$ cat config.mk
export PLATFORM = sky130hd
export DESIGN_NAME = psia_core
export DESIGN_NICKNAME = d
export VERILOG_FILES = /design/src/core/psia_pkg.sv /design/src/core/psia_stack.sv /design/src/core/psia_indirect.sv /design/src/core/psia_core.sv
export SDC_FILE = /design/constraint.sdc
export NUM_CORES = 1
export LEC_CHECK = 0
export BUFFER_PORTS_ARGS = -buffer_cell sky130_fd_sc_hd__buf_2
export CAP_MARGIN = 20
export CORE_ASPECT_RATIO = 1.75
export CORE_MARGIN = 3
export CORE_UTILIZATION = 46
export DETAILED_ROUTE_END_ITERATION = 6
export GPL_TIMING_DRIVEN = 0
export PLACE_DENSITY = 0.72
export REMOVE_ABC_BUFFERS = 1
export SLEW_MARGIN = 25
export SYNTH_ARGS = -nofsm -noshare
export SYNTH_HDL_FRONTEND = slang
export SYNTH_HIERARCHICAL = 1
export SYNTH_SLANG_ARGS = --single-unit
$ cat constraint.sdc
create_clock -name clock_in -period 5.6 [get_ports clock_in]
set_input_delay 1.12 -clock clock_in [delete_from_list [all_inputs] [get_ports clock_in]]
set_output_delay 1.12 -clock clock_in [all_outputs]
set_load 0.05 [all_outputs]
$ cat src/core/psia_pkg.sv
package psia_pkg;

   // ****************************************************************
   // Widths
   // ****************************************************************
   localparam int PC_W        = 13;
   localparam int HI_W        = 5;
   localparam int DAT_W       = 8;
   localparam int EA_W        = 9;
   localparam int OPND_W      = 11;
   localparam int STK_DEPTH   = 8;
   localparam int STK_PTR_W   = 3;
   localparam int ADR_W       = 4;

   // ****************************************************************
   // Register offsets and reset values
   // ****************************************************************
   localparam logic [ADR_W-1:0] OFS_PC_LOW     = 4'h0;
   localparam logic [ADR_W-1:0] OFS_HIGH_LATCH = 4'h1;
   localparam logic [ADR_W-1:0] OFS_FILE_PTR   = 4'h2;
   localparam logic [ADR_W-1:0] OFS_BANK_CTRL  = 4'h3;
   localparam logic [ADR_W-1:0] OFS_PC_STATUS  = 4'h4;
   localparam logic [DAT_W-1:0] INDIRECT_LOC   = 8'h00;
   localparam logic [DAT_W-1:0] INDIRECT_READ  = 8'h00;
   localparam logic [HI_W-1:0]  HIGH_LATCH_RST = 5'h00;
   localparam logic [PC_W-1:0]  PC_RST         = 13'h0000;
   localparam logic [DAT_W-1:0] FILE_PTR_RST   = 8'h00;
   localparam logic [DAT_W-1:0] RD_ZERO        = 8'h00;
   localparam int BANK_BIT_POS  = 0;
   localparam int JMP_HI_LSB    = 3;

   // ****************************************************************
   // Types
   // ****************************************************************
   typedef enum logic [4:0]
   {
      PSIA_OP_STEP   = 5'b00001,
      PSIA_OP_BRANCH = 5'b00010,
      PSIA_OP_CALL   = 5'b00100,
      PSIA_OP_RETURN = 5'b01000,
      PSIA_OP_IRQ    = 5'b10000
   } psia_op_t;

   typedef struct packed
   {
      logic             valid;
      psia_op_t         op;
      logic [OPND_W-1:0] operand;
      logic [PC_W-1:0]  irq_vector;
   } psia_seq_t;

   typedef struct packed
   {
      logic             valid;
      logic             write;
      logic [DAT_W-1:0] wdata;
   } psia_ind_t;

endpackage : psia_pkg

$ cat src/core/psia_stack.sv
`timescale 1ns/1ps
`default_nettype none
module psia_stack
   import psia_pkg::*;
#(
   parameter int DEPTH = STK_DEPTH
)
(
   input  wire logic            clock_in,
   input  wire logic            reset_n_in,
   input  wire logic            push_in,
   input  wire logic            pop_in,
   input  wire logic [PC_W-1:0] push_data_in,
   output logic      [PC_W-1:0] top_out
);
   // Pointer width is fixed, so only a depth that fills it wraps correctly
   if (DEPTH != (1 << STK_PTR_W))
   begin : g_depth_bad
      $error("stack depth must equal two to the pointer width");
   end

   typedef struct packed
   {
      logic [STK_PTR_W-1:0]        ptr;
      logic [DEPTH-1:0][PC_W-1:0]  mem;
   } psia_stk_state_t;

   psia_stk_state_t st_r;
   psia_stk_state_t st_nxt;

   // Pointer wraps silently; no overflow state exists to report
   always_comb
   begin
      st_nxt = st_r;
      if (push_in)
      begin
         st_nxt.mem[st_r.ptr] = push_data_in;
         st_nxt.ptr           = st_r.ptr + 3'h1;
      end
      else if (pop_in)
      begin
         st_nxt.ptr = st_r.ptr - 3'h1;
      end
   end

   always_ff @(posedge clock_in or negedge reset_n_in)
   begin
      if (!reset_n_in)
         st_r <= '0;
      else
         st_r <= st_nxt;
   end

   assign top_out = st_r.mem[st_r.ptr - 3'h1];
endmodule : psia_stack
`default_nettype wire

$ cat src/core/psia_indirect.sv
`timescale 1ns/1ps
`default_nettype none
module psia_indirect
   import psia_pkg::*;
(
   input  wire logic             bank_in,
   input  wire logic [DAT_W-1:0] file_ptr_in,
   input  wire psia_ind_t        req_in,
   output logic      [EA_W-1:0]  addr_out,
   output logic                  self_out,
   output logic                  wr_en_out
);
   // Pure decode so the result lines up with the requesting cycle
   always_comb
   begin
      addr_out  = {bank_in, file_ptr_in};
      self_out  = (file_ptr_in == INDIRECT_LOC);
      wr_en_out = req_in.valid && req_in.write && !self_out;
   end
endmodule : psia_indirect
`default_nettype wire

$ cat src/core/psia_core.sv
// The register offsets and the address-and-strobe port were left to the implementer.
`timescale 1ns/1ps
`default_nettype none
// How it works
// - The counter is 13 bits, its low byte reads and writes, its top five come from the latch.
// - Reset clears the whole counter to zero.
// - Writing the low byte loads the top five counter bits from the latch at the same time.
// - Call or jump takes eleven bits from the operand and the top two from latch bits 4:3.
// - A step that rolls the low byte over carries into the upper counter bits.
// - An eight-deep 13-bit return stack sits outside all maps with a hidden pointer.
// - Call and interrupt push the counter; the return pops into it.
// - Push and pop leave the latch alone.
// - The stack wraps, the ninth push overwriting the first.
// - No flag reports stack overflow or underflow.
// - The indirect port has no storage and reaches the location the file pointer names.
// - Reading the indirect port through itself yields 00h.
// - Writing the indirect port through itself stores nothing.
// - The indirect address is the bank bit joined above the eight pointer bits.
// - The latch holds five bits and resets to zero.
module psia_core
   import psia_pkg::*;
(
   input  wire logic              clock_in,
   input  wire logic              reset_n_in,
   input  wire logic [ADR_W-1:0]  reg_addr_in,
   input  wire logic [DAT_W-1:0]  reg_wdata_in,
   input  wire logic              reg_wr_in,
   input  wire logic              reg_rd_in,
   output logic      [DAT_W-1:0]  reg_rdata_out,
   input  wire psia_seq_t         seq_in,
   input  wire psia_ind_t         ind_in,
   input  wire logic [DAT_W-1:0]  ind_mem_rdata_in,
   output logic      [PC_W-1:0]   pc_out,
   output logic      [EA_W-1:0]   ind_addr_out,
   output logic                   ind_wr_out,
   output logic      [DAT_W-1:0]  ind_wdata_out,
   output logic      [DAT_W-1:0]  ind_rdata_out
);
   // ****************************************************************
   // State
   // ****************************************************************
   typedef struct packed
   {
      logic [PC_W-1:0]  pc;
      logic [HI_W-1:0]  high_latch;
      logic [DAT_W-1:0] file_ptr;
      logic             bank;
      logic [DAT_W-1:0] rdata;
      logic [EA_W-1:0]  ind_addr;
      logic             ind_wr;
      logic [DAT_W-1:0] ind_wdata;
      logic [DAT_W-1:0] ind_rdata;
   } psia_core_state_t;

   psia_core_state_t st_r;
   psia_core_state_t st_nxt;

   logic             push;
   logic             pop;
   logic [PC_W-1:0]  stk_top;
   logic [EA_W-1:0]  ea;
   logic             ea_self;
   logic             ea_wr;
   logic             low_wr;

   // ****************************************************************
   // Return stack and indirect decode
   // ****************************************************************
   // Stack has no status port at all
   psia_stack #(.DEPTH(STK_DEPTH)) u_stack
   (
      .clock_in     (clock_in),
      .reset_n_in   (reset_n_in),
      .push_in      (push),
      .pop_in       (pop),
      .push_data_in (st_r.pc),
      .top_out      (stk_top)
   );

   psia_indirect u_indirect
   (
      .bank_in     (st_r.bank),
      .file_ptr_in (st_r.file_ptr),
      .req_in      (ind_in),
      .addr_out    (ea),
      .self_out    (ea_self),
      .wr_en_out   (ea_wr)
   );

   // Call and interrupt push the current counter value, not the following address
   assign push   = seq_in.valid && (seq_in.op == PSIA_OP_CALL || seq_in.op == PSIA_OP_IRQ);
   assign pop    = seq_in.valid && seq_in.op == PSIA_OP_RETURN;
   assign low_wr = reg_wr_in && reg_addr_in == OFS_PC_LOW;

   // ****************************************************************
   // Next state
   // ****************************************************************
   always_comb
   begin
      st_nxt       = st_r;
      st_nxt.rdata = RD_ZERO;
      st_nxt.ind_wr = 1'b0;
      // Register writes; latch only changes here, never on stack traffic
      if (reg_wr_in)
      begin
         case (reg_addr_in)
            OFS_HIGH_LATCH : st_nxt.high_latch = reg_wdata_in[HI_W-1:0];
            OFS_FILE_PTR   : st_nxt.file_ptr   = reg_wdata_in;
            OFS_BANK_CTRL  : st_nxt.bank       = reg_wdata_in[BANK_BIT_POS];
            default        : ;
         endcase
      end
      if (reg_rd_in)
      begin
         case (reg_addr_in)
            OFS_PC_LOW     : st_nxt.rdata = st_r.pc[DAT_W-1:0];
            OFS_FILE_PTR   : st_nxt.rdata = st_r.file_ptr;
            OFS_BANK_CTRL  : st_nxt.rdata = {7'h00, st_r.bank};
            OFS_PC_STATUS  : st_nxt.rdata = {3'h0, st_r.pc[PC_W-1:DAT_W]};
            default        : st_nxt.rdata = RD_ZERO;
         endcase
      end
      // Low-byte write beats sequencing since it is the instruction's own result
      if (low_wr)
      begin
         st_nxt.pc = {st_r.high_latch, reg_wdata_in};
      end
      else if (seq_in.valid)
      begin
         case (seq_in.op)
            PSIA_OP_STEP   : st_nxt.pc = st_r.pc + 13'h0001;
            PSIA_OP_BRANCH,
            PSIA_OP_CALL   : st_nxt.pc = {st_r.high_latch[HI_W-1:JMP_HI_LSB],
                                          seq_in.operand};
            PSIA_OP_RETURN : st_nxt.pc = stk_top;
            PSIA_OP_IRQ    : st_nxt.pc = seq_in.irq_vector;
            default        : st_nxt.pc = st_r.pc;
         endcase
      end
      // Indirect port: no storage, self-address reads zero and drops writes
      st_nxt.ind_addr  = ea;
      st_nxt.ind_wdata = ind_in.wdata;
      st_nxt.ind_wr    = ea_wr;
      if (ind_in.valid && !ind_in.write)
      begin
         st_nxt.ind_rdata = ea_self ? INDIRECT_READ : ind_mem_rdata_in;
      end
   end

   always_ff @(posedge clock_in or negedge reset_n_in)
   begin
      if (!reset_n_in)
      begin
         st_r            <= '0;
         st_r.pc         <= PC_RST;
         st_r.high_latch <= HIGH_LATCH_RST;
         st_r.file_ptr   <= FILE_PTR_RST;
      end
      else
      begin
         st_r <= st_nxt;
      end
   end

   assign reg_rdata_out = st_r.rdata;
   assign pc_out        = st_r.pc;
   assign ind_addr_out  = st_r.ind_addr;
   assign ind_wr_out    = st_r.ind_wr;
   assign ind_wdata_out = st_r.ind_wdata;
   assign ind_rdata_out = st_r.ind_rdata;
endmodule : psia_core
`default_nettype wire

# ---- After elaboration in Yosys (flattened, before gate mapping)
# Cells that the tools add are included.
# W data, S select, Z words.
dict set report totals {
  regBits 168
  latch_bits 0
  ramBits 0
  rom_bits 0
  output_inout_bits 47
  wordCells 66
  n_memories 0
}
dict set report op_classes {
  add_sub_neg 3
  n_mul 0
  div_mod_pow 0
  order_cmp 3
  eq_ne 9
  shifts 0
  n_mux 13
  n_bitwise 0
  reduce_logical 20
}
# cell n
set ops {}
lappend ops {{$bwmux W104} 1}
lappend ops {{$mux W13} 4}
lappend ops {{$pmux W13 S4} 1}
lappend ops {{$bmux W13 S3} 1}
lappend ops {{$demux W13 S3} 1}
lappend ops {{$pmux W8 S4} 1}
lappend ops {{$mux W8} 2}
lappend ops {{$add A13 B1 Y13 const B} 1}
lappend ops {{$eq A4 B2 Y1 const B} 2}
lappend ops {{$logic_not A8 Y1} 1}
lappend ops {{$lt A3 B4 Y1 const B} 2}
lappend ops {{$reduce_and A2 Y1} 4}
lappend ops {{$logic_and A1 B1 Y1} 7}
lappend ops {{$mux W3} 2}
lappend ops {{$eq A5 B1 Y1 const B} 1}
lappend ops {{$eq A5 B2 Y1 const B} 1}
lappend ops {{$eq A5 B3 Y1 const B} 1}
lappend ops {{$eq A5 B4 Y1 const B} 1}
lappend ops {{$eq A5 B5 Y1 const B} 1}
lappend ops {{$reduce_bool A5 Y1} 1}
lappend ops {{$eq A4 B1 Y1 const B} 1}
lappend ops {{$eq A4 B3 Y1 const B} 1}
lappend ops {{$logic_not A4 Y1} 1}
lappend ops {{$reduce_bool A2 Y1} 2}
lappend ops {{6 further kinds} 7}

# ---- Logic depth before layout (Yosys ltp)
# Gate-level depths: netlist of run 1.
dict set report logic_depth {
  depth_word 6
  depth_mapped 11
}

# ---- Cells and area by module
# The synthesis of run 1 kept the hierarchy.
# mod n_inst cells_per_inst area_per_inst_um2 seq_area_each_um2
set by_module_without_submodules {}
lappend by_module_without_submodules {psia_stack 1 380 5093.6 2677.6}
lappend by_module_without_submodules {psia_core 1 313 3281.9 1526.5}
lappend by_module_without_submodules {psia_indirect 1 13 96.3 0.0}

# ---- Worst setup path after synthesis of run 1
# Ideal clock, no wire load.
dict set report synth_path {
  kind {input to register}
  start {input seq_in[24] (netlist name)}
  end {register u_stack/st_r[54] (netlist name)}
  arrival_time_ns 2.692
  setup_slack_ns 2.784
  stages 7
  cell_sequence {nand2b_1 -> nor4_1 -> buf_4 -> nand2b_1 -> nor3b_1 -> buf_4 -> mux2_2}
}
dict set report synth_via {
  elab_chain_len 3
}
# item line_no
set synth_rtl {}
lappend synth_rtl {{from (decl)} psia_core.sv:30} ;# input wire psia_seq_t seq_in,
lappend synth_rtl {{$eq A5 B3 Y1 or $eq A5 B5 Y1 (tied branches)} psia_core.sv:91} ;# assign push = seq_in.valid && (seq_in.op == PSIA_OP_CALL || seq_in.op == PSIA_OP_IRQ);
lappend synth_rtl {{$logic_or A1 B1 Y1 (*)} psia_core.sv:91}
lappend synth_rtl {{$logic_and A1 B1 Y1 (*)} psia_core.sv:91}
lappend synth_rtl {{via push} psia_core.sv:58} ;# logic push;
lappend synth_rtl {{to (signal assigned)} psia_stack.sv:51} ;# st_r <= st_nxt;
lappend synth_rtl {{to (decl)} psia_stack.sv:28} ;# psia_stk_state_t st_r;
# The timed path passes the listed nets; every way through them passes the cells marked *.
# A chain may end at the register's enable or synchronous reset.

# ---- Worst setup path after layout of run 1
dict set report layout_path {
  start {register u_stack/st_r[104] (netlist name)}
  end {register st_r (netlist bit pc_out[9])}
}
dict set report layout_via {
  elab_chain_len 6
}
# item line_no
set layout_rtl {}
lappend layout_rtl {{$sub A3 B1 Y3} psia_stack.sv:54} ;# assign top_out = st_r.mem[st_r.ptr - 3'h1];
lappend layout_rtl {{$bmux W13 S3} psia_stack.sv:54}
lappend layout_rtl {{$mux W13 (not written as such)} psia_stack.sv:54}
lappend layout_rtl {{via stk_top[9]} psia_core.sv:60} ;# logic [PC_W-1:0] stk_top;
lappend layout_rtl {{$pmux W13 S4} psia_core.sv:130} ;# case (seq_in.op)
lappend layout_rtl {{$mux W13} psia_core.sv:128} ;# else if (seq_in.valid)
lappend layout_rtl {{$mux W13} psia_core.sv:124} ;# if (low_wr)
lappend layout_rtl {{to (signal assigned)} psia_core.sv:161} ;# st_r <= st_nxt;
lappend layout_rtl {{to (decl)} psia_core.sv:55} ;# psia_core_state_t st_r;
# The timed path passes the listed nets, and every way through them passes these cells. The select of a mux whose other input is x is not followed.

==> results of run 1 <==
-- report_power, final --
part | switching [uW] | leakage [uW] | internal [uW] | total, uW
logic | 1060 | 0.00219 | 808 | 1870
registers | 361 | 0.00221 | 1510 | 1870
clock network | 508 | 0.000285 | 708 | 1220
-- per-layer routing --
metal  share of wire, %  vias to the layer above  track usage [%]  wire, um
li1                   -                     2595                -         -
met1                 39                     2913             25.2      8090
met2                 53                      210             36.3     10800
met3                5.6                       37             3.75      1160
met4                2.2                        0             8.85       454
met5                  0                        -                0         0
-- per-stage QoR --
stage          hold WS [ns]  setup TNS (ns)  total power (uW)
6_report              0.439               0              4960
2_1_floorplan         0.370               0              3170
3_5_place_dp          0.409               0              3730
5_1_grt               0.447               0              5210
4_1_cts               0.430               0              4960
3_3_place_gp          0.393           -3.41              3670
-- Yosys cell counts, drive strengths merged, types with 4 or more instances --
cell,instances,share of area [%]
xnor2,13,1.4
and4,13,1.3
nor3,8,0.47
mux2i,56,6.6
clkbuf,12,0.59
inv,6,0.27
nand2b,12,0.89
nand4,5,0.37
a22oi,4,0.35
o211a,14,1.7
a222oi,13,1.5
o21ai,37,2.2
nand3,58,3.4
nand2,31,1.4
mux2,123,17
buf,82,6.9
xor2,5,0.61
nor4,5,0.37
dfrtp,168,50
nor2,20,0.89
-- worst max-delay path, delay by kind of cell (launching register included) --
kind                     cells  cell delay, ns
flip-flops                   1            0.82
AO/OA/AOI/OAI                3            0.80
buffers and inverters        2            0.77
adder cells (fa/ha/maj)      1            0.62
AND/OR/NAND/NOR              2            0.32
multiplexers                 1            0.23
-- sequential cells by signal, indices dropped and copies added (netlist names) --
signal and count:
u_stack/st_r 107, st_r 14, pc_out 13, ind_addr_out 9, ind_rdata_out 8, ind_wdata_out 8
reg_rdata_out 8, ind_wr_out 1
-- kinds of logic (layout without fill, tap and decap cells) --
family                   count (synthesis)  count (layout)  share of synthesized area, %
other                                    0               1                             0
AND/OR/NAND/NOR                        163             163                          10.2
XOR/XNOR                                18              18                          2.04
buffers and inverters                  100             158                          7.78
flip-flops                             168             168                          49.6
multiplexers                           179             179                          23.4
AO/OA/AOI/OAI                           75              75                          6.48
adder cells (fa/ha/maj)                  3               3                         0.443
-- cell type report --
class | instances | area [um2] | share of cell area (%)
Inverter | 6 | 22.5 | 0.237
Clock buffer | 19 | 433 | 4.56
Tap cell | 234 | 293 | 3.08
Antenna cell | 1 | 2.50 | 0.0263
Sequential cell | 168 | 4210 | 44.3
Timing Repair Buffer | 120 | 693 | 7.30
Multi-Input combinational cell | 438 | 3680 | 38.8
Clock inverter | 13 | 170 | 1.79
-- worst max-delay path by stage --
stage	slack (ns)	cells past startpoint	end	start
2_1_floorplan	1.29	8	pc_out[1]$_DFFE_PN0P_	u_stack/st_r[104]$_DFFE_PN0P_
3_3_place_gp	-0.41	8	pc_out[9]$_DFFE_PN0P_	u_stack/st_r[104]$_DFFE_PN0P_
3_5_place_dp	1.79	5	u_stack/st_r[101]$_DFFE_PN0P_	seq_in[24]
4_1_cts	1.85	9	pc_out[9]$_DFFE_PN0P_	u_stack/st_r[104]$_DFFE_PN0P_
5_1_grt	1.66	9	pc_out[9]$_DFFE_PN0P_	u_stack/st_r[104]$_DFFE_PN0P_
6_report	1.83	9	pc_out[9]$_DFFE_PN0P_	u_stack/st_r[104]$_DFFE_PN0P_
==> results.tsv, run 1 <==
stage	metric	value	unit
run_status	status	complete, no violations	
sta	Slew Limit Fails	0	
floorplanning	Initial Utilization	46.9	%
place	Post-Place Worst Slack	1.79	ns
power	leak pwr	0.00468	uW
synth	Syn Inst Count	706	
finish	share of cells above drive strength 1	38.2	%
power	maximum VDD drop	0.000353	V
floorplanning	row count	65	
cts	Resize count post-CTS	0	
synth	total number of yosys warnings	6	
synth	ys flop type	dfrtp_1	
cts	clk buf depth	2	
finish	most common library cell in the layout ignoring fill and taps	dfrtp_1	
finish	non-filler instance count after layout	999	
critical_path	crit-path max cell delay	0.82	ns
finish	Area Overhead vs Synth	12.2	%
route	First DRT Iteration DRCs	444	
critical_path	R2R setup slack	1.83	ns
route	routed len/inst	20.5	um
critical_path	FF-to-FF Start	u_stack/st_r[104]$_DFFE_PN0P_	
sta	final worst slack	1.83	ns
sta	Hold Vio Cnt, Final	0	
place	Placed Cells	966	
critical_path	critical-path cell list	inv_2, ha_4, buf_16, mux2i_1, nand3_1, and4_1, a222oi_1, o211a_1, o21ai_1	
critical_path	crit path DAT	4.08	ns
route	Routed Antenna Nets	0	
route	Pre-Repair DR Iteration Count	6	
route	routed via count	5755	
cts	Reg clk slew, reported paths	0.07	ns
min_path	hold wc startpoint	st_r[34]$_DFFE_PN0P_	
global_route	largest net degree at the start of global routing	86	
critical_path	Crit-path slowest cell	dfrtp_2	
route	Remaining DRCs	0	
synth	asr flop ratio synth	100	%
sta	relative slew slack	27.0	%
synth	register area share after synthesis	49.6	%
finish	most frequent cells in the layout	167 x dfrtp_1, 113 x mux2_2, 110 x buf_2, 58 x nand3_1, 56 x mux2i_1	
cts	Hold Buf Count CTS	0	
synth	Post-synth EDFFs	0	
cts	CTS HTree Levels	4	
global_route	number of global-route vias before repair	5765	
floorplanning	die area	20100	um2
sta	clock skew	0.00988	ns
floorplanning	Die W	109	um
critical_path	R2R cell count	9	
sta	Period Utilization, post-route	67.3	%
global_route	initial antenna violation count	1	
sta	maximum clock frequency	0.265	GHz
sta	measured slew at the worst slew-check pin	1.09	ns
critical_path	CP Max Fanout	38	
critical_path	crit path launch type	register	
route	Vias per Instance	5.76	
critical_path	crit path kind	register to register	
sta	min Tclk post-route	3.77	ns
critical_path	Setup crit end kind	register	
synth	Post-Syn Area	8470	um2
global_route	global route overflow	0	
cts	Clock Sink Count	168	
global_route	first-pass GRT wire length	32000	um
synth	Syn Area/Cell	12.0	um2
min_path	WHS Path Cells	0	
place	IO Port Bufs	110	
finish	design area	9500	um2
cts	CTS root buffer	clkbuf_16	
place	dpl cell area	8900	um2
cts	clock latency on the worst-skew pair	0.43	ns
sta	Setup-failing EPs final	0	
critical_path	FF-to-FF End	pc_out[9]$_DFFE_PN0P_	
critical_path	WP data required	5.92	ns
cts	setup bufs post-CTS	0	
synth	Yosys cell types	46	
cts	CTS tree	yes	
finish	Final Util	52.6	%
min_path	Hold EP	ind_addr_out[8]$_DFF_PN0_	
flow_run	# Max-Cap Violations	0	
floorplanning	chip height	186	um
route	DRT Wirelength	20500	um
finish	Nets	818	
place	routability cong.	0.859	
finish	fillcell total	1585	
sta	RSZ-0062 raised after global routing	false	
global_route	GRT Overall Usage	20.9	%
cts	CTS Buf Count	17	
power	Power Density	522	nW/um2
min_path	HP Class	register to register	
floorplanning	I/O pins	111	
synth	Synth Register Bits	168	
place	detailed placement HPWL	13800	um
floorplanning	Core Area	18100	um2
Power figures use the tool's default switching activity.
==> run 2, diff against run 1 <==
--- a/config.mk
+++ b/config.mk
@@ -12,7 +12,7 @@
 export CORE_UTILIZATION = 46
 export DETAILED_ROUTE_END_ITERATION = 6
 export GPL_TIMING_DRIVEN = 0
-export PLACE_DENSITY = 0.72
+export PLACE_DENSITY = 0.74
 export REMOVE_ABC_BUFFERS = 1
 export SLEW_MARGIN = 25
 export SYNTH_ARGS = -nofsm -noshare
==> constraint.sdc (replaced) <==
create_clock -name clock_in -period 3.37 [get_ports clock_in]
set_input_delay 0.674 -clock clock_in [delete_from_list [all_inputs] [get_ports clock_in]]
set_output_delay 0.674 -clock clock_in [all_outputs]
set_load 0.05 [all_outputs]
==> results.tsv, run 2 (synthesized netlist as in run 1, its figures left out) <==
stage	metric	value	unit	change
power	maximum VDD drop	0.000553	V	+57%
flow_run	# Max-Cap Violations	0		unchanged
cts	clk buf depth	2		unchanged
critical_path	FF-to-FF End	pc_out[7]$_DFFE_PN0P_		
sta	Final TNS setup	0	ns	unchanged
sta	relative slew slack	28.5	%	+1.5 points
finish	share of cells above drive strength 1	38.7	%	+0.45 points
critical_path	WP data required	3.69	ns	-2.23 ns
critical_path	crit path kind	register to register		
place	Placed Cells	967		+0.10%
cts	Reg clk slew, reported paths	0.07	ns	about the same
critical_path	Setup crit end kind	register		
finish	max FFs per register	107		unchanged
finish	Antenna diodes	0		-1
finish	non-filler instance count after layout	1002		+0.30%
sta	Period Utilization, post-route	97.1	%	+30 points
critical_path	crit path DAT	3.59	ns	-0.49 ns
global_route	GRT Overall Usage	20.9	%	about the same
finish	Biggest register	u_stack/st_r		
cts	CTS root buffer	clkbuf_16		
sta	measured slew at the worst slew-check pin	1.07	ns	-0.0223 ns
route	Remaining DRCs	0		unchanged
critical_path	R2R cell count	8		-1
sta	Hold Vio Cnt, Final	0		unchanged
sta	RSZ-0062 raised after global routing	false		
route	routed via count	5855		+1.7%
global_route	first-pass GRT wire length	31900	um	-0.45%
floorplanning	Core Area	18100	um2	unchanged
floorplanning	I/O pins	111		unchanged
global_route	global route overflow	0		unchanged
route	DRT Wirelength	20900	um	+1.8%
finish	fillcell total	1575		-0.63%
cts	Clock Sink Count	168		unchanged
floorplanning	chip height	186	um	unchanged
route	Routed Antenna Nets	0		unchanged
finish	most common library cell in the layout ignoring fill and taps	dfrtp_1		
sta	min Tclk post-route	3.27	ns	-0.496 ns
global_route	initial antenna violation count	0		-1
sta	hold slack final	0.193	ns	-0.246 ns
global_route	number of global-route vias before repair	5822		+0.99%
sta	clock skew	0.00930	ns	-0.000582 ns
critical_path	FF-to-FF Start	u_stack/st_r[104]$_DFFE_PN0P_		
cts	CTS tree	yes		
place	routability cong.	0.864		+0.52%
power	leak pwr	0.00469	uW	+0.10%
critical_path	crit path launch type	register		
finish	design area	9520	um2	+0.20%
finish	most frequent cells in the layout	167 x dfrtp_1, 113 x mux2_2, 111 x buf_2, 58 x nand3_1, 56 x mux2i_1		
finish	Area Overhead vs Synth	12.4	%	
place	IO Port Bufs	110		unchanged
place	detailed placement HPWL	13600	um	-1.1%
floorplanning	row count	65		unchanged
floorplanning	Initial Utilization	46.9	%	unchanged
sta	Slew Limit Fails	0		unchanged
critical_path	Crit-path slowest cell	xor2_2		
route	routed len/inst	20.8	um	+1.5%
critical_path	R2R setup slack	0.1	ns	-1.73 ns
critical_path	CP Max Fanout	28		-26%
sta	maximum clock frequency	0.306	GHz	+15%
route	First DRT Iteration DRCs	423		-4.7%
finish	Nets	823		+0.61%
floorplanning	die area	20100	um2	unchanged
global_route	largest net degree at the start of global routing	95		+10%
power	Power Density	867	nW/um2	+66%
cts	clock latency on the worst-skew pair	0.43	ns	about the same
route	Vias per Instance	5.84		+1.4%
critical_path	crit-path max cell delay	0.70	ns	-0.12 ns
power	Total Power	8250	uW	+66%
min_path	HP Class	input port to async pin		
critical_path	critical-path cell list	inv_4, ha_4, xor2_2, nand3_1, and4_1, a222oi_1, o211a_1, o21ai_1		
run_status	status	complete, no violations		
cts	CTS Buf Count	17		unchanged
place	dpl cell area	8890	um2	about the same
cts	CTS HTree Levels	4		unchanged
sta	Setup-failing EPs final	0		unchanged
floorplanning	Die W	109	um	unchanged
route	Pre-Repair DR Iteration Count	6		unchanged
run 2: worst max-delay path by stage:
stage / startpoint / slack, ns / to / cells past startpoint
3_3_place_gp: u_stack/st_r[104]$_DFFE_PN0P_ / -2.70 / pc_out[8]$_DFFE_PN0P_ / 8
3_5_place_dp: u_stack/st_r[104]$_DFFE_PN0P_ / -0.43 / pc_out[3]$_DFFE_PN0P_ / 9
4_1_cts: u_stack/st_r[104]$_DFFE_PN0P_ / 0.01 / pc_out[3]$_DFFE_PN0P_ / 9
6_report: u_stack/st_r[104]$_DFFE_PN0P_ / 0.1 / pc_out[7]$_DFFE_PN0P_ / 8
2_1_floorplan: u_stack/st_r[104]$_DFFE_PN0P_ / -0.94 / pc_out[1]$_DFFE_PN0P_ / 8
5_1_grt: u_stack/st_r[104]$_DFFE_PN0P_ / 0.06 / pc_out[7]$_DFFE_PN0P_ / 8
run 2: layout make-up:
class | instances | area, um2 | share of cell area [%]
multi-input combinational | 440 | 3710 | 39.0
timing repair buffer | 123 | 716 | 7.52
clock buffer | 19 | 443 | 4.65
sequential | 168 | 4210 | 44.2
clock inverter | 12 | 121 | 1.27
inverter | 6 | 25.0 | 0.263
tap | 234 | 293 | 3.08
run 2: repair_timing:
action / 4_1_cts / 5_1_grt
endpoints found under the setup margin: 12 / 5
pin swaps: 3 / 0
cloned: 2 / 0
resized for setup: 2 / 0
setup buffers: 1 / 1
hold buffers: 0 / 0
run 2: critical path, delay by kind of cell (launching register included):
kind / cells / cell delay [ns]
buffers and inverters: 1 / 0.34
adder cells (fa/ha/maj): 1 / 0.33
flip-flops: 1 / 0.61
AND/OR/NAND/NOR: 2 / 0.41
AO/OA/AOI/OAI: 3 / 0.75
XOR/XNOR: 1 / 0.70
run 2: where the power goes:
part / total, uW / switching (uW) / internal [uW]
clock network: 1860 / 822 / 1040
registers: 3120 / 599 / 2520
logic: 3270 / 1870 / 1400
total: 8250 / 3290 / 4960
run 2: routing by layer:
metal  GRT usage (%)  wire length (um)  vias up  part of all wire [%]
li1                -                 -     2600                     -
met1            24.6              8090     2988                    39
met2            36.6             10800      222                    52
met3            3.61              1060       45                   5.1
met4            9.86               880        0                   4.2
met5               0                 0        -                     0
run 2: stage by stage:
step	setup WS (ns)	utilization, %
5_1_grt	0.0557	52.7
6_report	0.0990	52.7
3_3_place_gp	-2.70	48.1
4_1_cts	0.0145	52.6
3_5_place_dp	-0.431	49.3
2_1_floorplan	-0.941	-
==> run 3, diff against run 2 <==
--- a/config.mk
+++ b/config.mk
@@ -14,6 +14,7 @@
 export GPL_TIMING_DRIVEN = 0
 export PLACE_DENSITY = 0.74
 export REMOVE_ABC_BUFFERS = 1
+export SETUP_SLACK_MARGIN = 0.4
 export SLEW_MARGIN = 25
 export SYNTH_ARGS = -nofsm -noshare
 export SYNTH_HDL_FRONTEND = slang
==> results.tsv, run 3 (synthesized netlist as in run 1, its figures left out) <==
stage	metric	value	unit	change
critical_path	R2R cell count	10		+2
global_route	global route overflow	0		unchanged
cts	CTS Buf Count	17		unchanged
route	First DRT Iteration DRCs	485		+15%
critical_path	WP data required	3.69	ns	about the same
flow_run	# Max-Cap Violations	0		unchanged
power	maximum VDD drop	0.000616	V	+11%
power	Power Density	887	nW/um2	+2.3%
finish	most frequent cells in the layout	166 x dfrtp_1, 113 x mux2_2, 111 x buf_2, 58 x nand3_1, 56 x mux2i_1		
global_route	initial antenna violation count	0		unchanged
sta	Slew Limit Fails	0		unchanged
floorplanning	Initial Utilization	46.9	%	unchanged
finish	max FFs per register	107		unchanged
cts	Clock Sink Count	168		unchanged
min_path	HP Class	input port to async pin		
route	metal3 WL	1090	um	+3.0%
route	DR top layer	met4		
sta	RSZ-0062 raised after global routing	false		
power	Total Power	8590	uW	+4.1%
critical_path	crit-path max cell delay	0.66	ns	-0.04 ns
sta	Period Utilization, post-route	87.0	%	-10 points
finish	Biggest register	u_stack/st_r		
finish	Antenna diodes	0		unchanged
route	routed via count	5907		+0.89%
critical_path	Crit-path slowest cell	a222oi_1		
route	Pre-Repair DR Iteration Count	7		+1
cts	CTS tree	yes		
sta	Setup-failing EPs final	0		unchanged
sta	maximum clock frequency	0.341	GHz	+12%
place	detailed placement HPWL	13600	um	unchanged
cts	clock latency on the worst-skew pair	0.43	ns	about the same
floorplanning	row count	65		unchanged
floorplanning	die area	20100	um2	unchanged
critical_path	critical-path cell list	inv_6, ha_4, buf_4, buf_6, mux2i_1, nand3_1, and4_1, a222oi_1, a211oi_2, o22a_1		
critical_path	FF-to-FF End	pc_out[1]$_DFFE_PN0P_		
finish	non-filler instance count after layout	1010		+0.80%
critical_path	FF-to-FF Start	u_stack/st_r[104]$_DFFE_PN0P_		
route	Routed Antenna Nets	0		unchanged
cts	CTS root buffer	clkbuf_16		
floorplanning	Die W	109	um	unchanged
finish	share of cells above drive strength 1	39.4	%	+0.76 points
finish	Nets	831		+0.97%
power	leak pwr	0.00476	uW	+1.5%
cts	Reg clk slew, reported paths	0.06	ns	about the same
sta	measured slew at the worst slew-check pin	1.07	ns	-0.000959 ns
cts	CTS HTree Levels	4		unchanged
critical_path	crit path DAT	3.25	ns	-0.34 ns
cts	Hold Buf Count CTS	0		unchanged
sta	hold slack final	0.190	ns	-0.00312 ns
critical_path	Setup crit end kind	register		
route	met2 routed WL	11000	um	+1.4%
route	Met1 Wirelength	8180	um	+1.1%
floorplanning	chip height	186	um	unchanged
global_route	number of global-route vias before repair	5851		+0.50%
global_route	largest net degree at the start of global routing	95		unchanged
route	Remaining DRCs	0		unchanged
route	Vias per Instance	5.85		about the same
finish	Area Overhead vs Synth	14.3	%	
sta	relative slew slack	28.7	%	+0.28 points
route	DRT Wirelength	21000	um	+0.83%
floorplanning	I/O pins	111		unchanged
global_route	GRT Overall Usage	21.2	%	+0.33 points
critical_path	crit path kind	register to register		
critical_path	R2R setup slack	0.44	ns	+0.34 ns
place	IO Port Bufs	110		unchanged
sta	Hold Vio Cnt, Final	0		unchanged
floorplanning	Core Area	18100	um2	unchanged
place	Placed Cells	967		unchanged
sta	clock skew	0.00839	ns	-0.000905 ns
critical_path	CP Max Fanout	28		unchanged
finish	most common library cell in the layout ignoring fill and taps	dfrtp_1		
global_route	first-pass GRT wire length	32300	um	+1.1%
place	routability cong.	0.864		unchanged
run_status	status	complete, no violations		
critical_path	crit path launch type	register		
cts	clk buf depth	2		unchanged
critical_path	CP Buf/Inv Count	3		+2
sta	min Tclk post-route	2.93	ns	-0.338 ns
critical_path	delay-heaviest family, CP	compound AO/OA/AOI/OAI gates		
route	routed len/inst	20.8	um	about the same
-- run 3: repair_timing --
item / in CTS / in global routing
resized for setup: 4 / 5
pin swaps: 3 / 1
endpoints found under the setup margin: 20 / 27
cloned: 2 / 0
setup buffers: 9 / 0
-- run 3: layout make-up --
cell class | instances | area [um2]
clock buffers | 19 | 443
clock inverters | 12 | 121
fillers | 1546 | 8370
inverters | 6 | 27.5
multi-input cells | 440 | 3760
flip-flops and latches | 168 | 4210
well taps | 234 | 293
repair buffers | 131 | 830
-- run 3: metal layers --
| metal | GRT usage, % | vias to the layer above |
|---|---|---|
| met1 | 24.8 | 3013 |
| met2 | 37.2 | 236 |
| met5 | 0 | - |
| met3 | 3.71 | 38 |
| met4 | 10.4 | 0 |
| li1 | - | 2620 |
-- run 3: how the worst max path moves through the flow --
stage	slack, ns	to	startpoint	cells past startpoint
global route	0.44	pc_out[1]$_DFFE_PN0P_	u_stack/st_r[104]$_DFFE_PN0P_	10
finish	0.44	pc_out[1]$_DFFE_PN0P_	u_stack/st_r[104]$_DFFE_PN0P_	10
floorplan	-0.94	pc_out[1]$_DFFE_PN0P_	u_stack/st_r[104]$_DFFE_PN0P_	8
global placement	-2.70	pc_out[8]$_DFFE_PN0P_	u_stack/st_r[104]$_DFFE_PN0P_	8
detailed placement	-0.43	pc_out[3]$_DFFE_PN0P_	u_stack/st_r[104]$_DFFE_PN0P_	9
CTS	0.39	u_stack/st_r[38]$_DFFE_PN0P_	seq_in[24]	7
-- run 3: per-stage QoR --
step           setup TNS, ns  util (%)  area [um2]  setup slack (ns)
6_report                   0      53.6        9680             0.437
5_1_grt                    0      53.6        9680             0.444
4_1_cts                    0      53.4        9640             0.395
3_5_place_dp           -3.43      49.3        8890            -0.431
3_3_place_gp         -269.35      48.1        8680             -2.70
2_1_floorplan         -11.19         -        7840            -0.941
-- run 3: power breakdown --
part           total (uW)  switching (uW)  internal, uW
Sequential           3100             575          2520
Clock                1870             827          1040
Combinational        3620            1980          1640
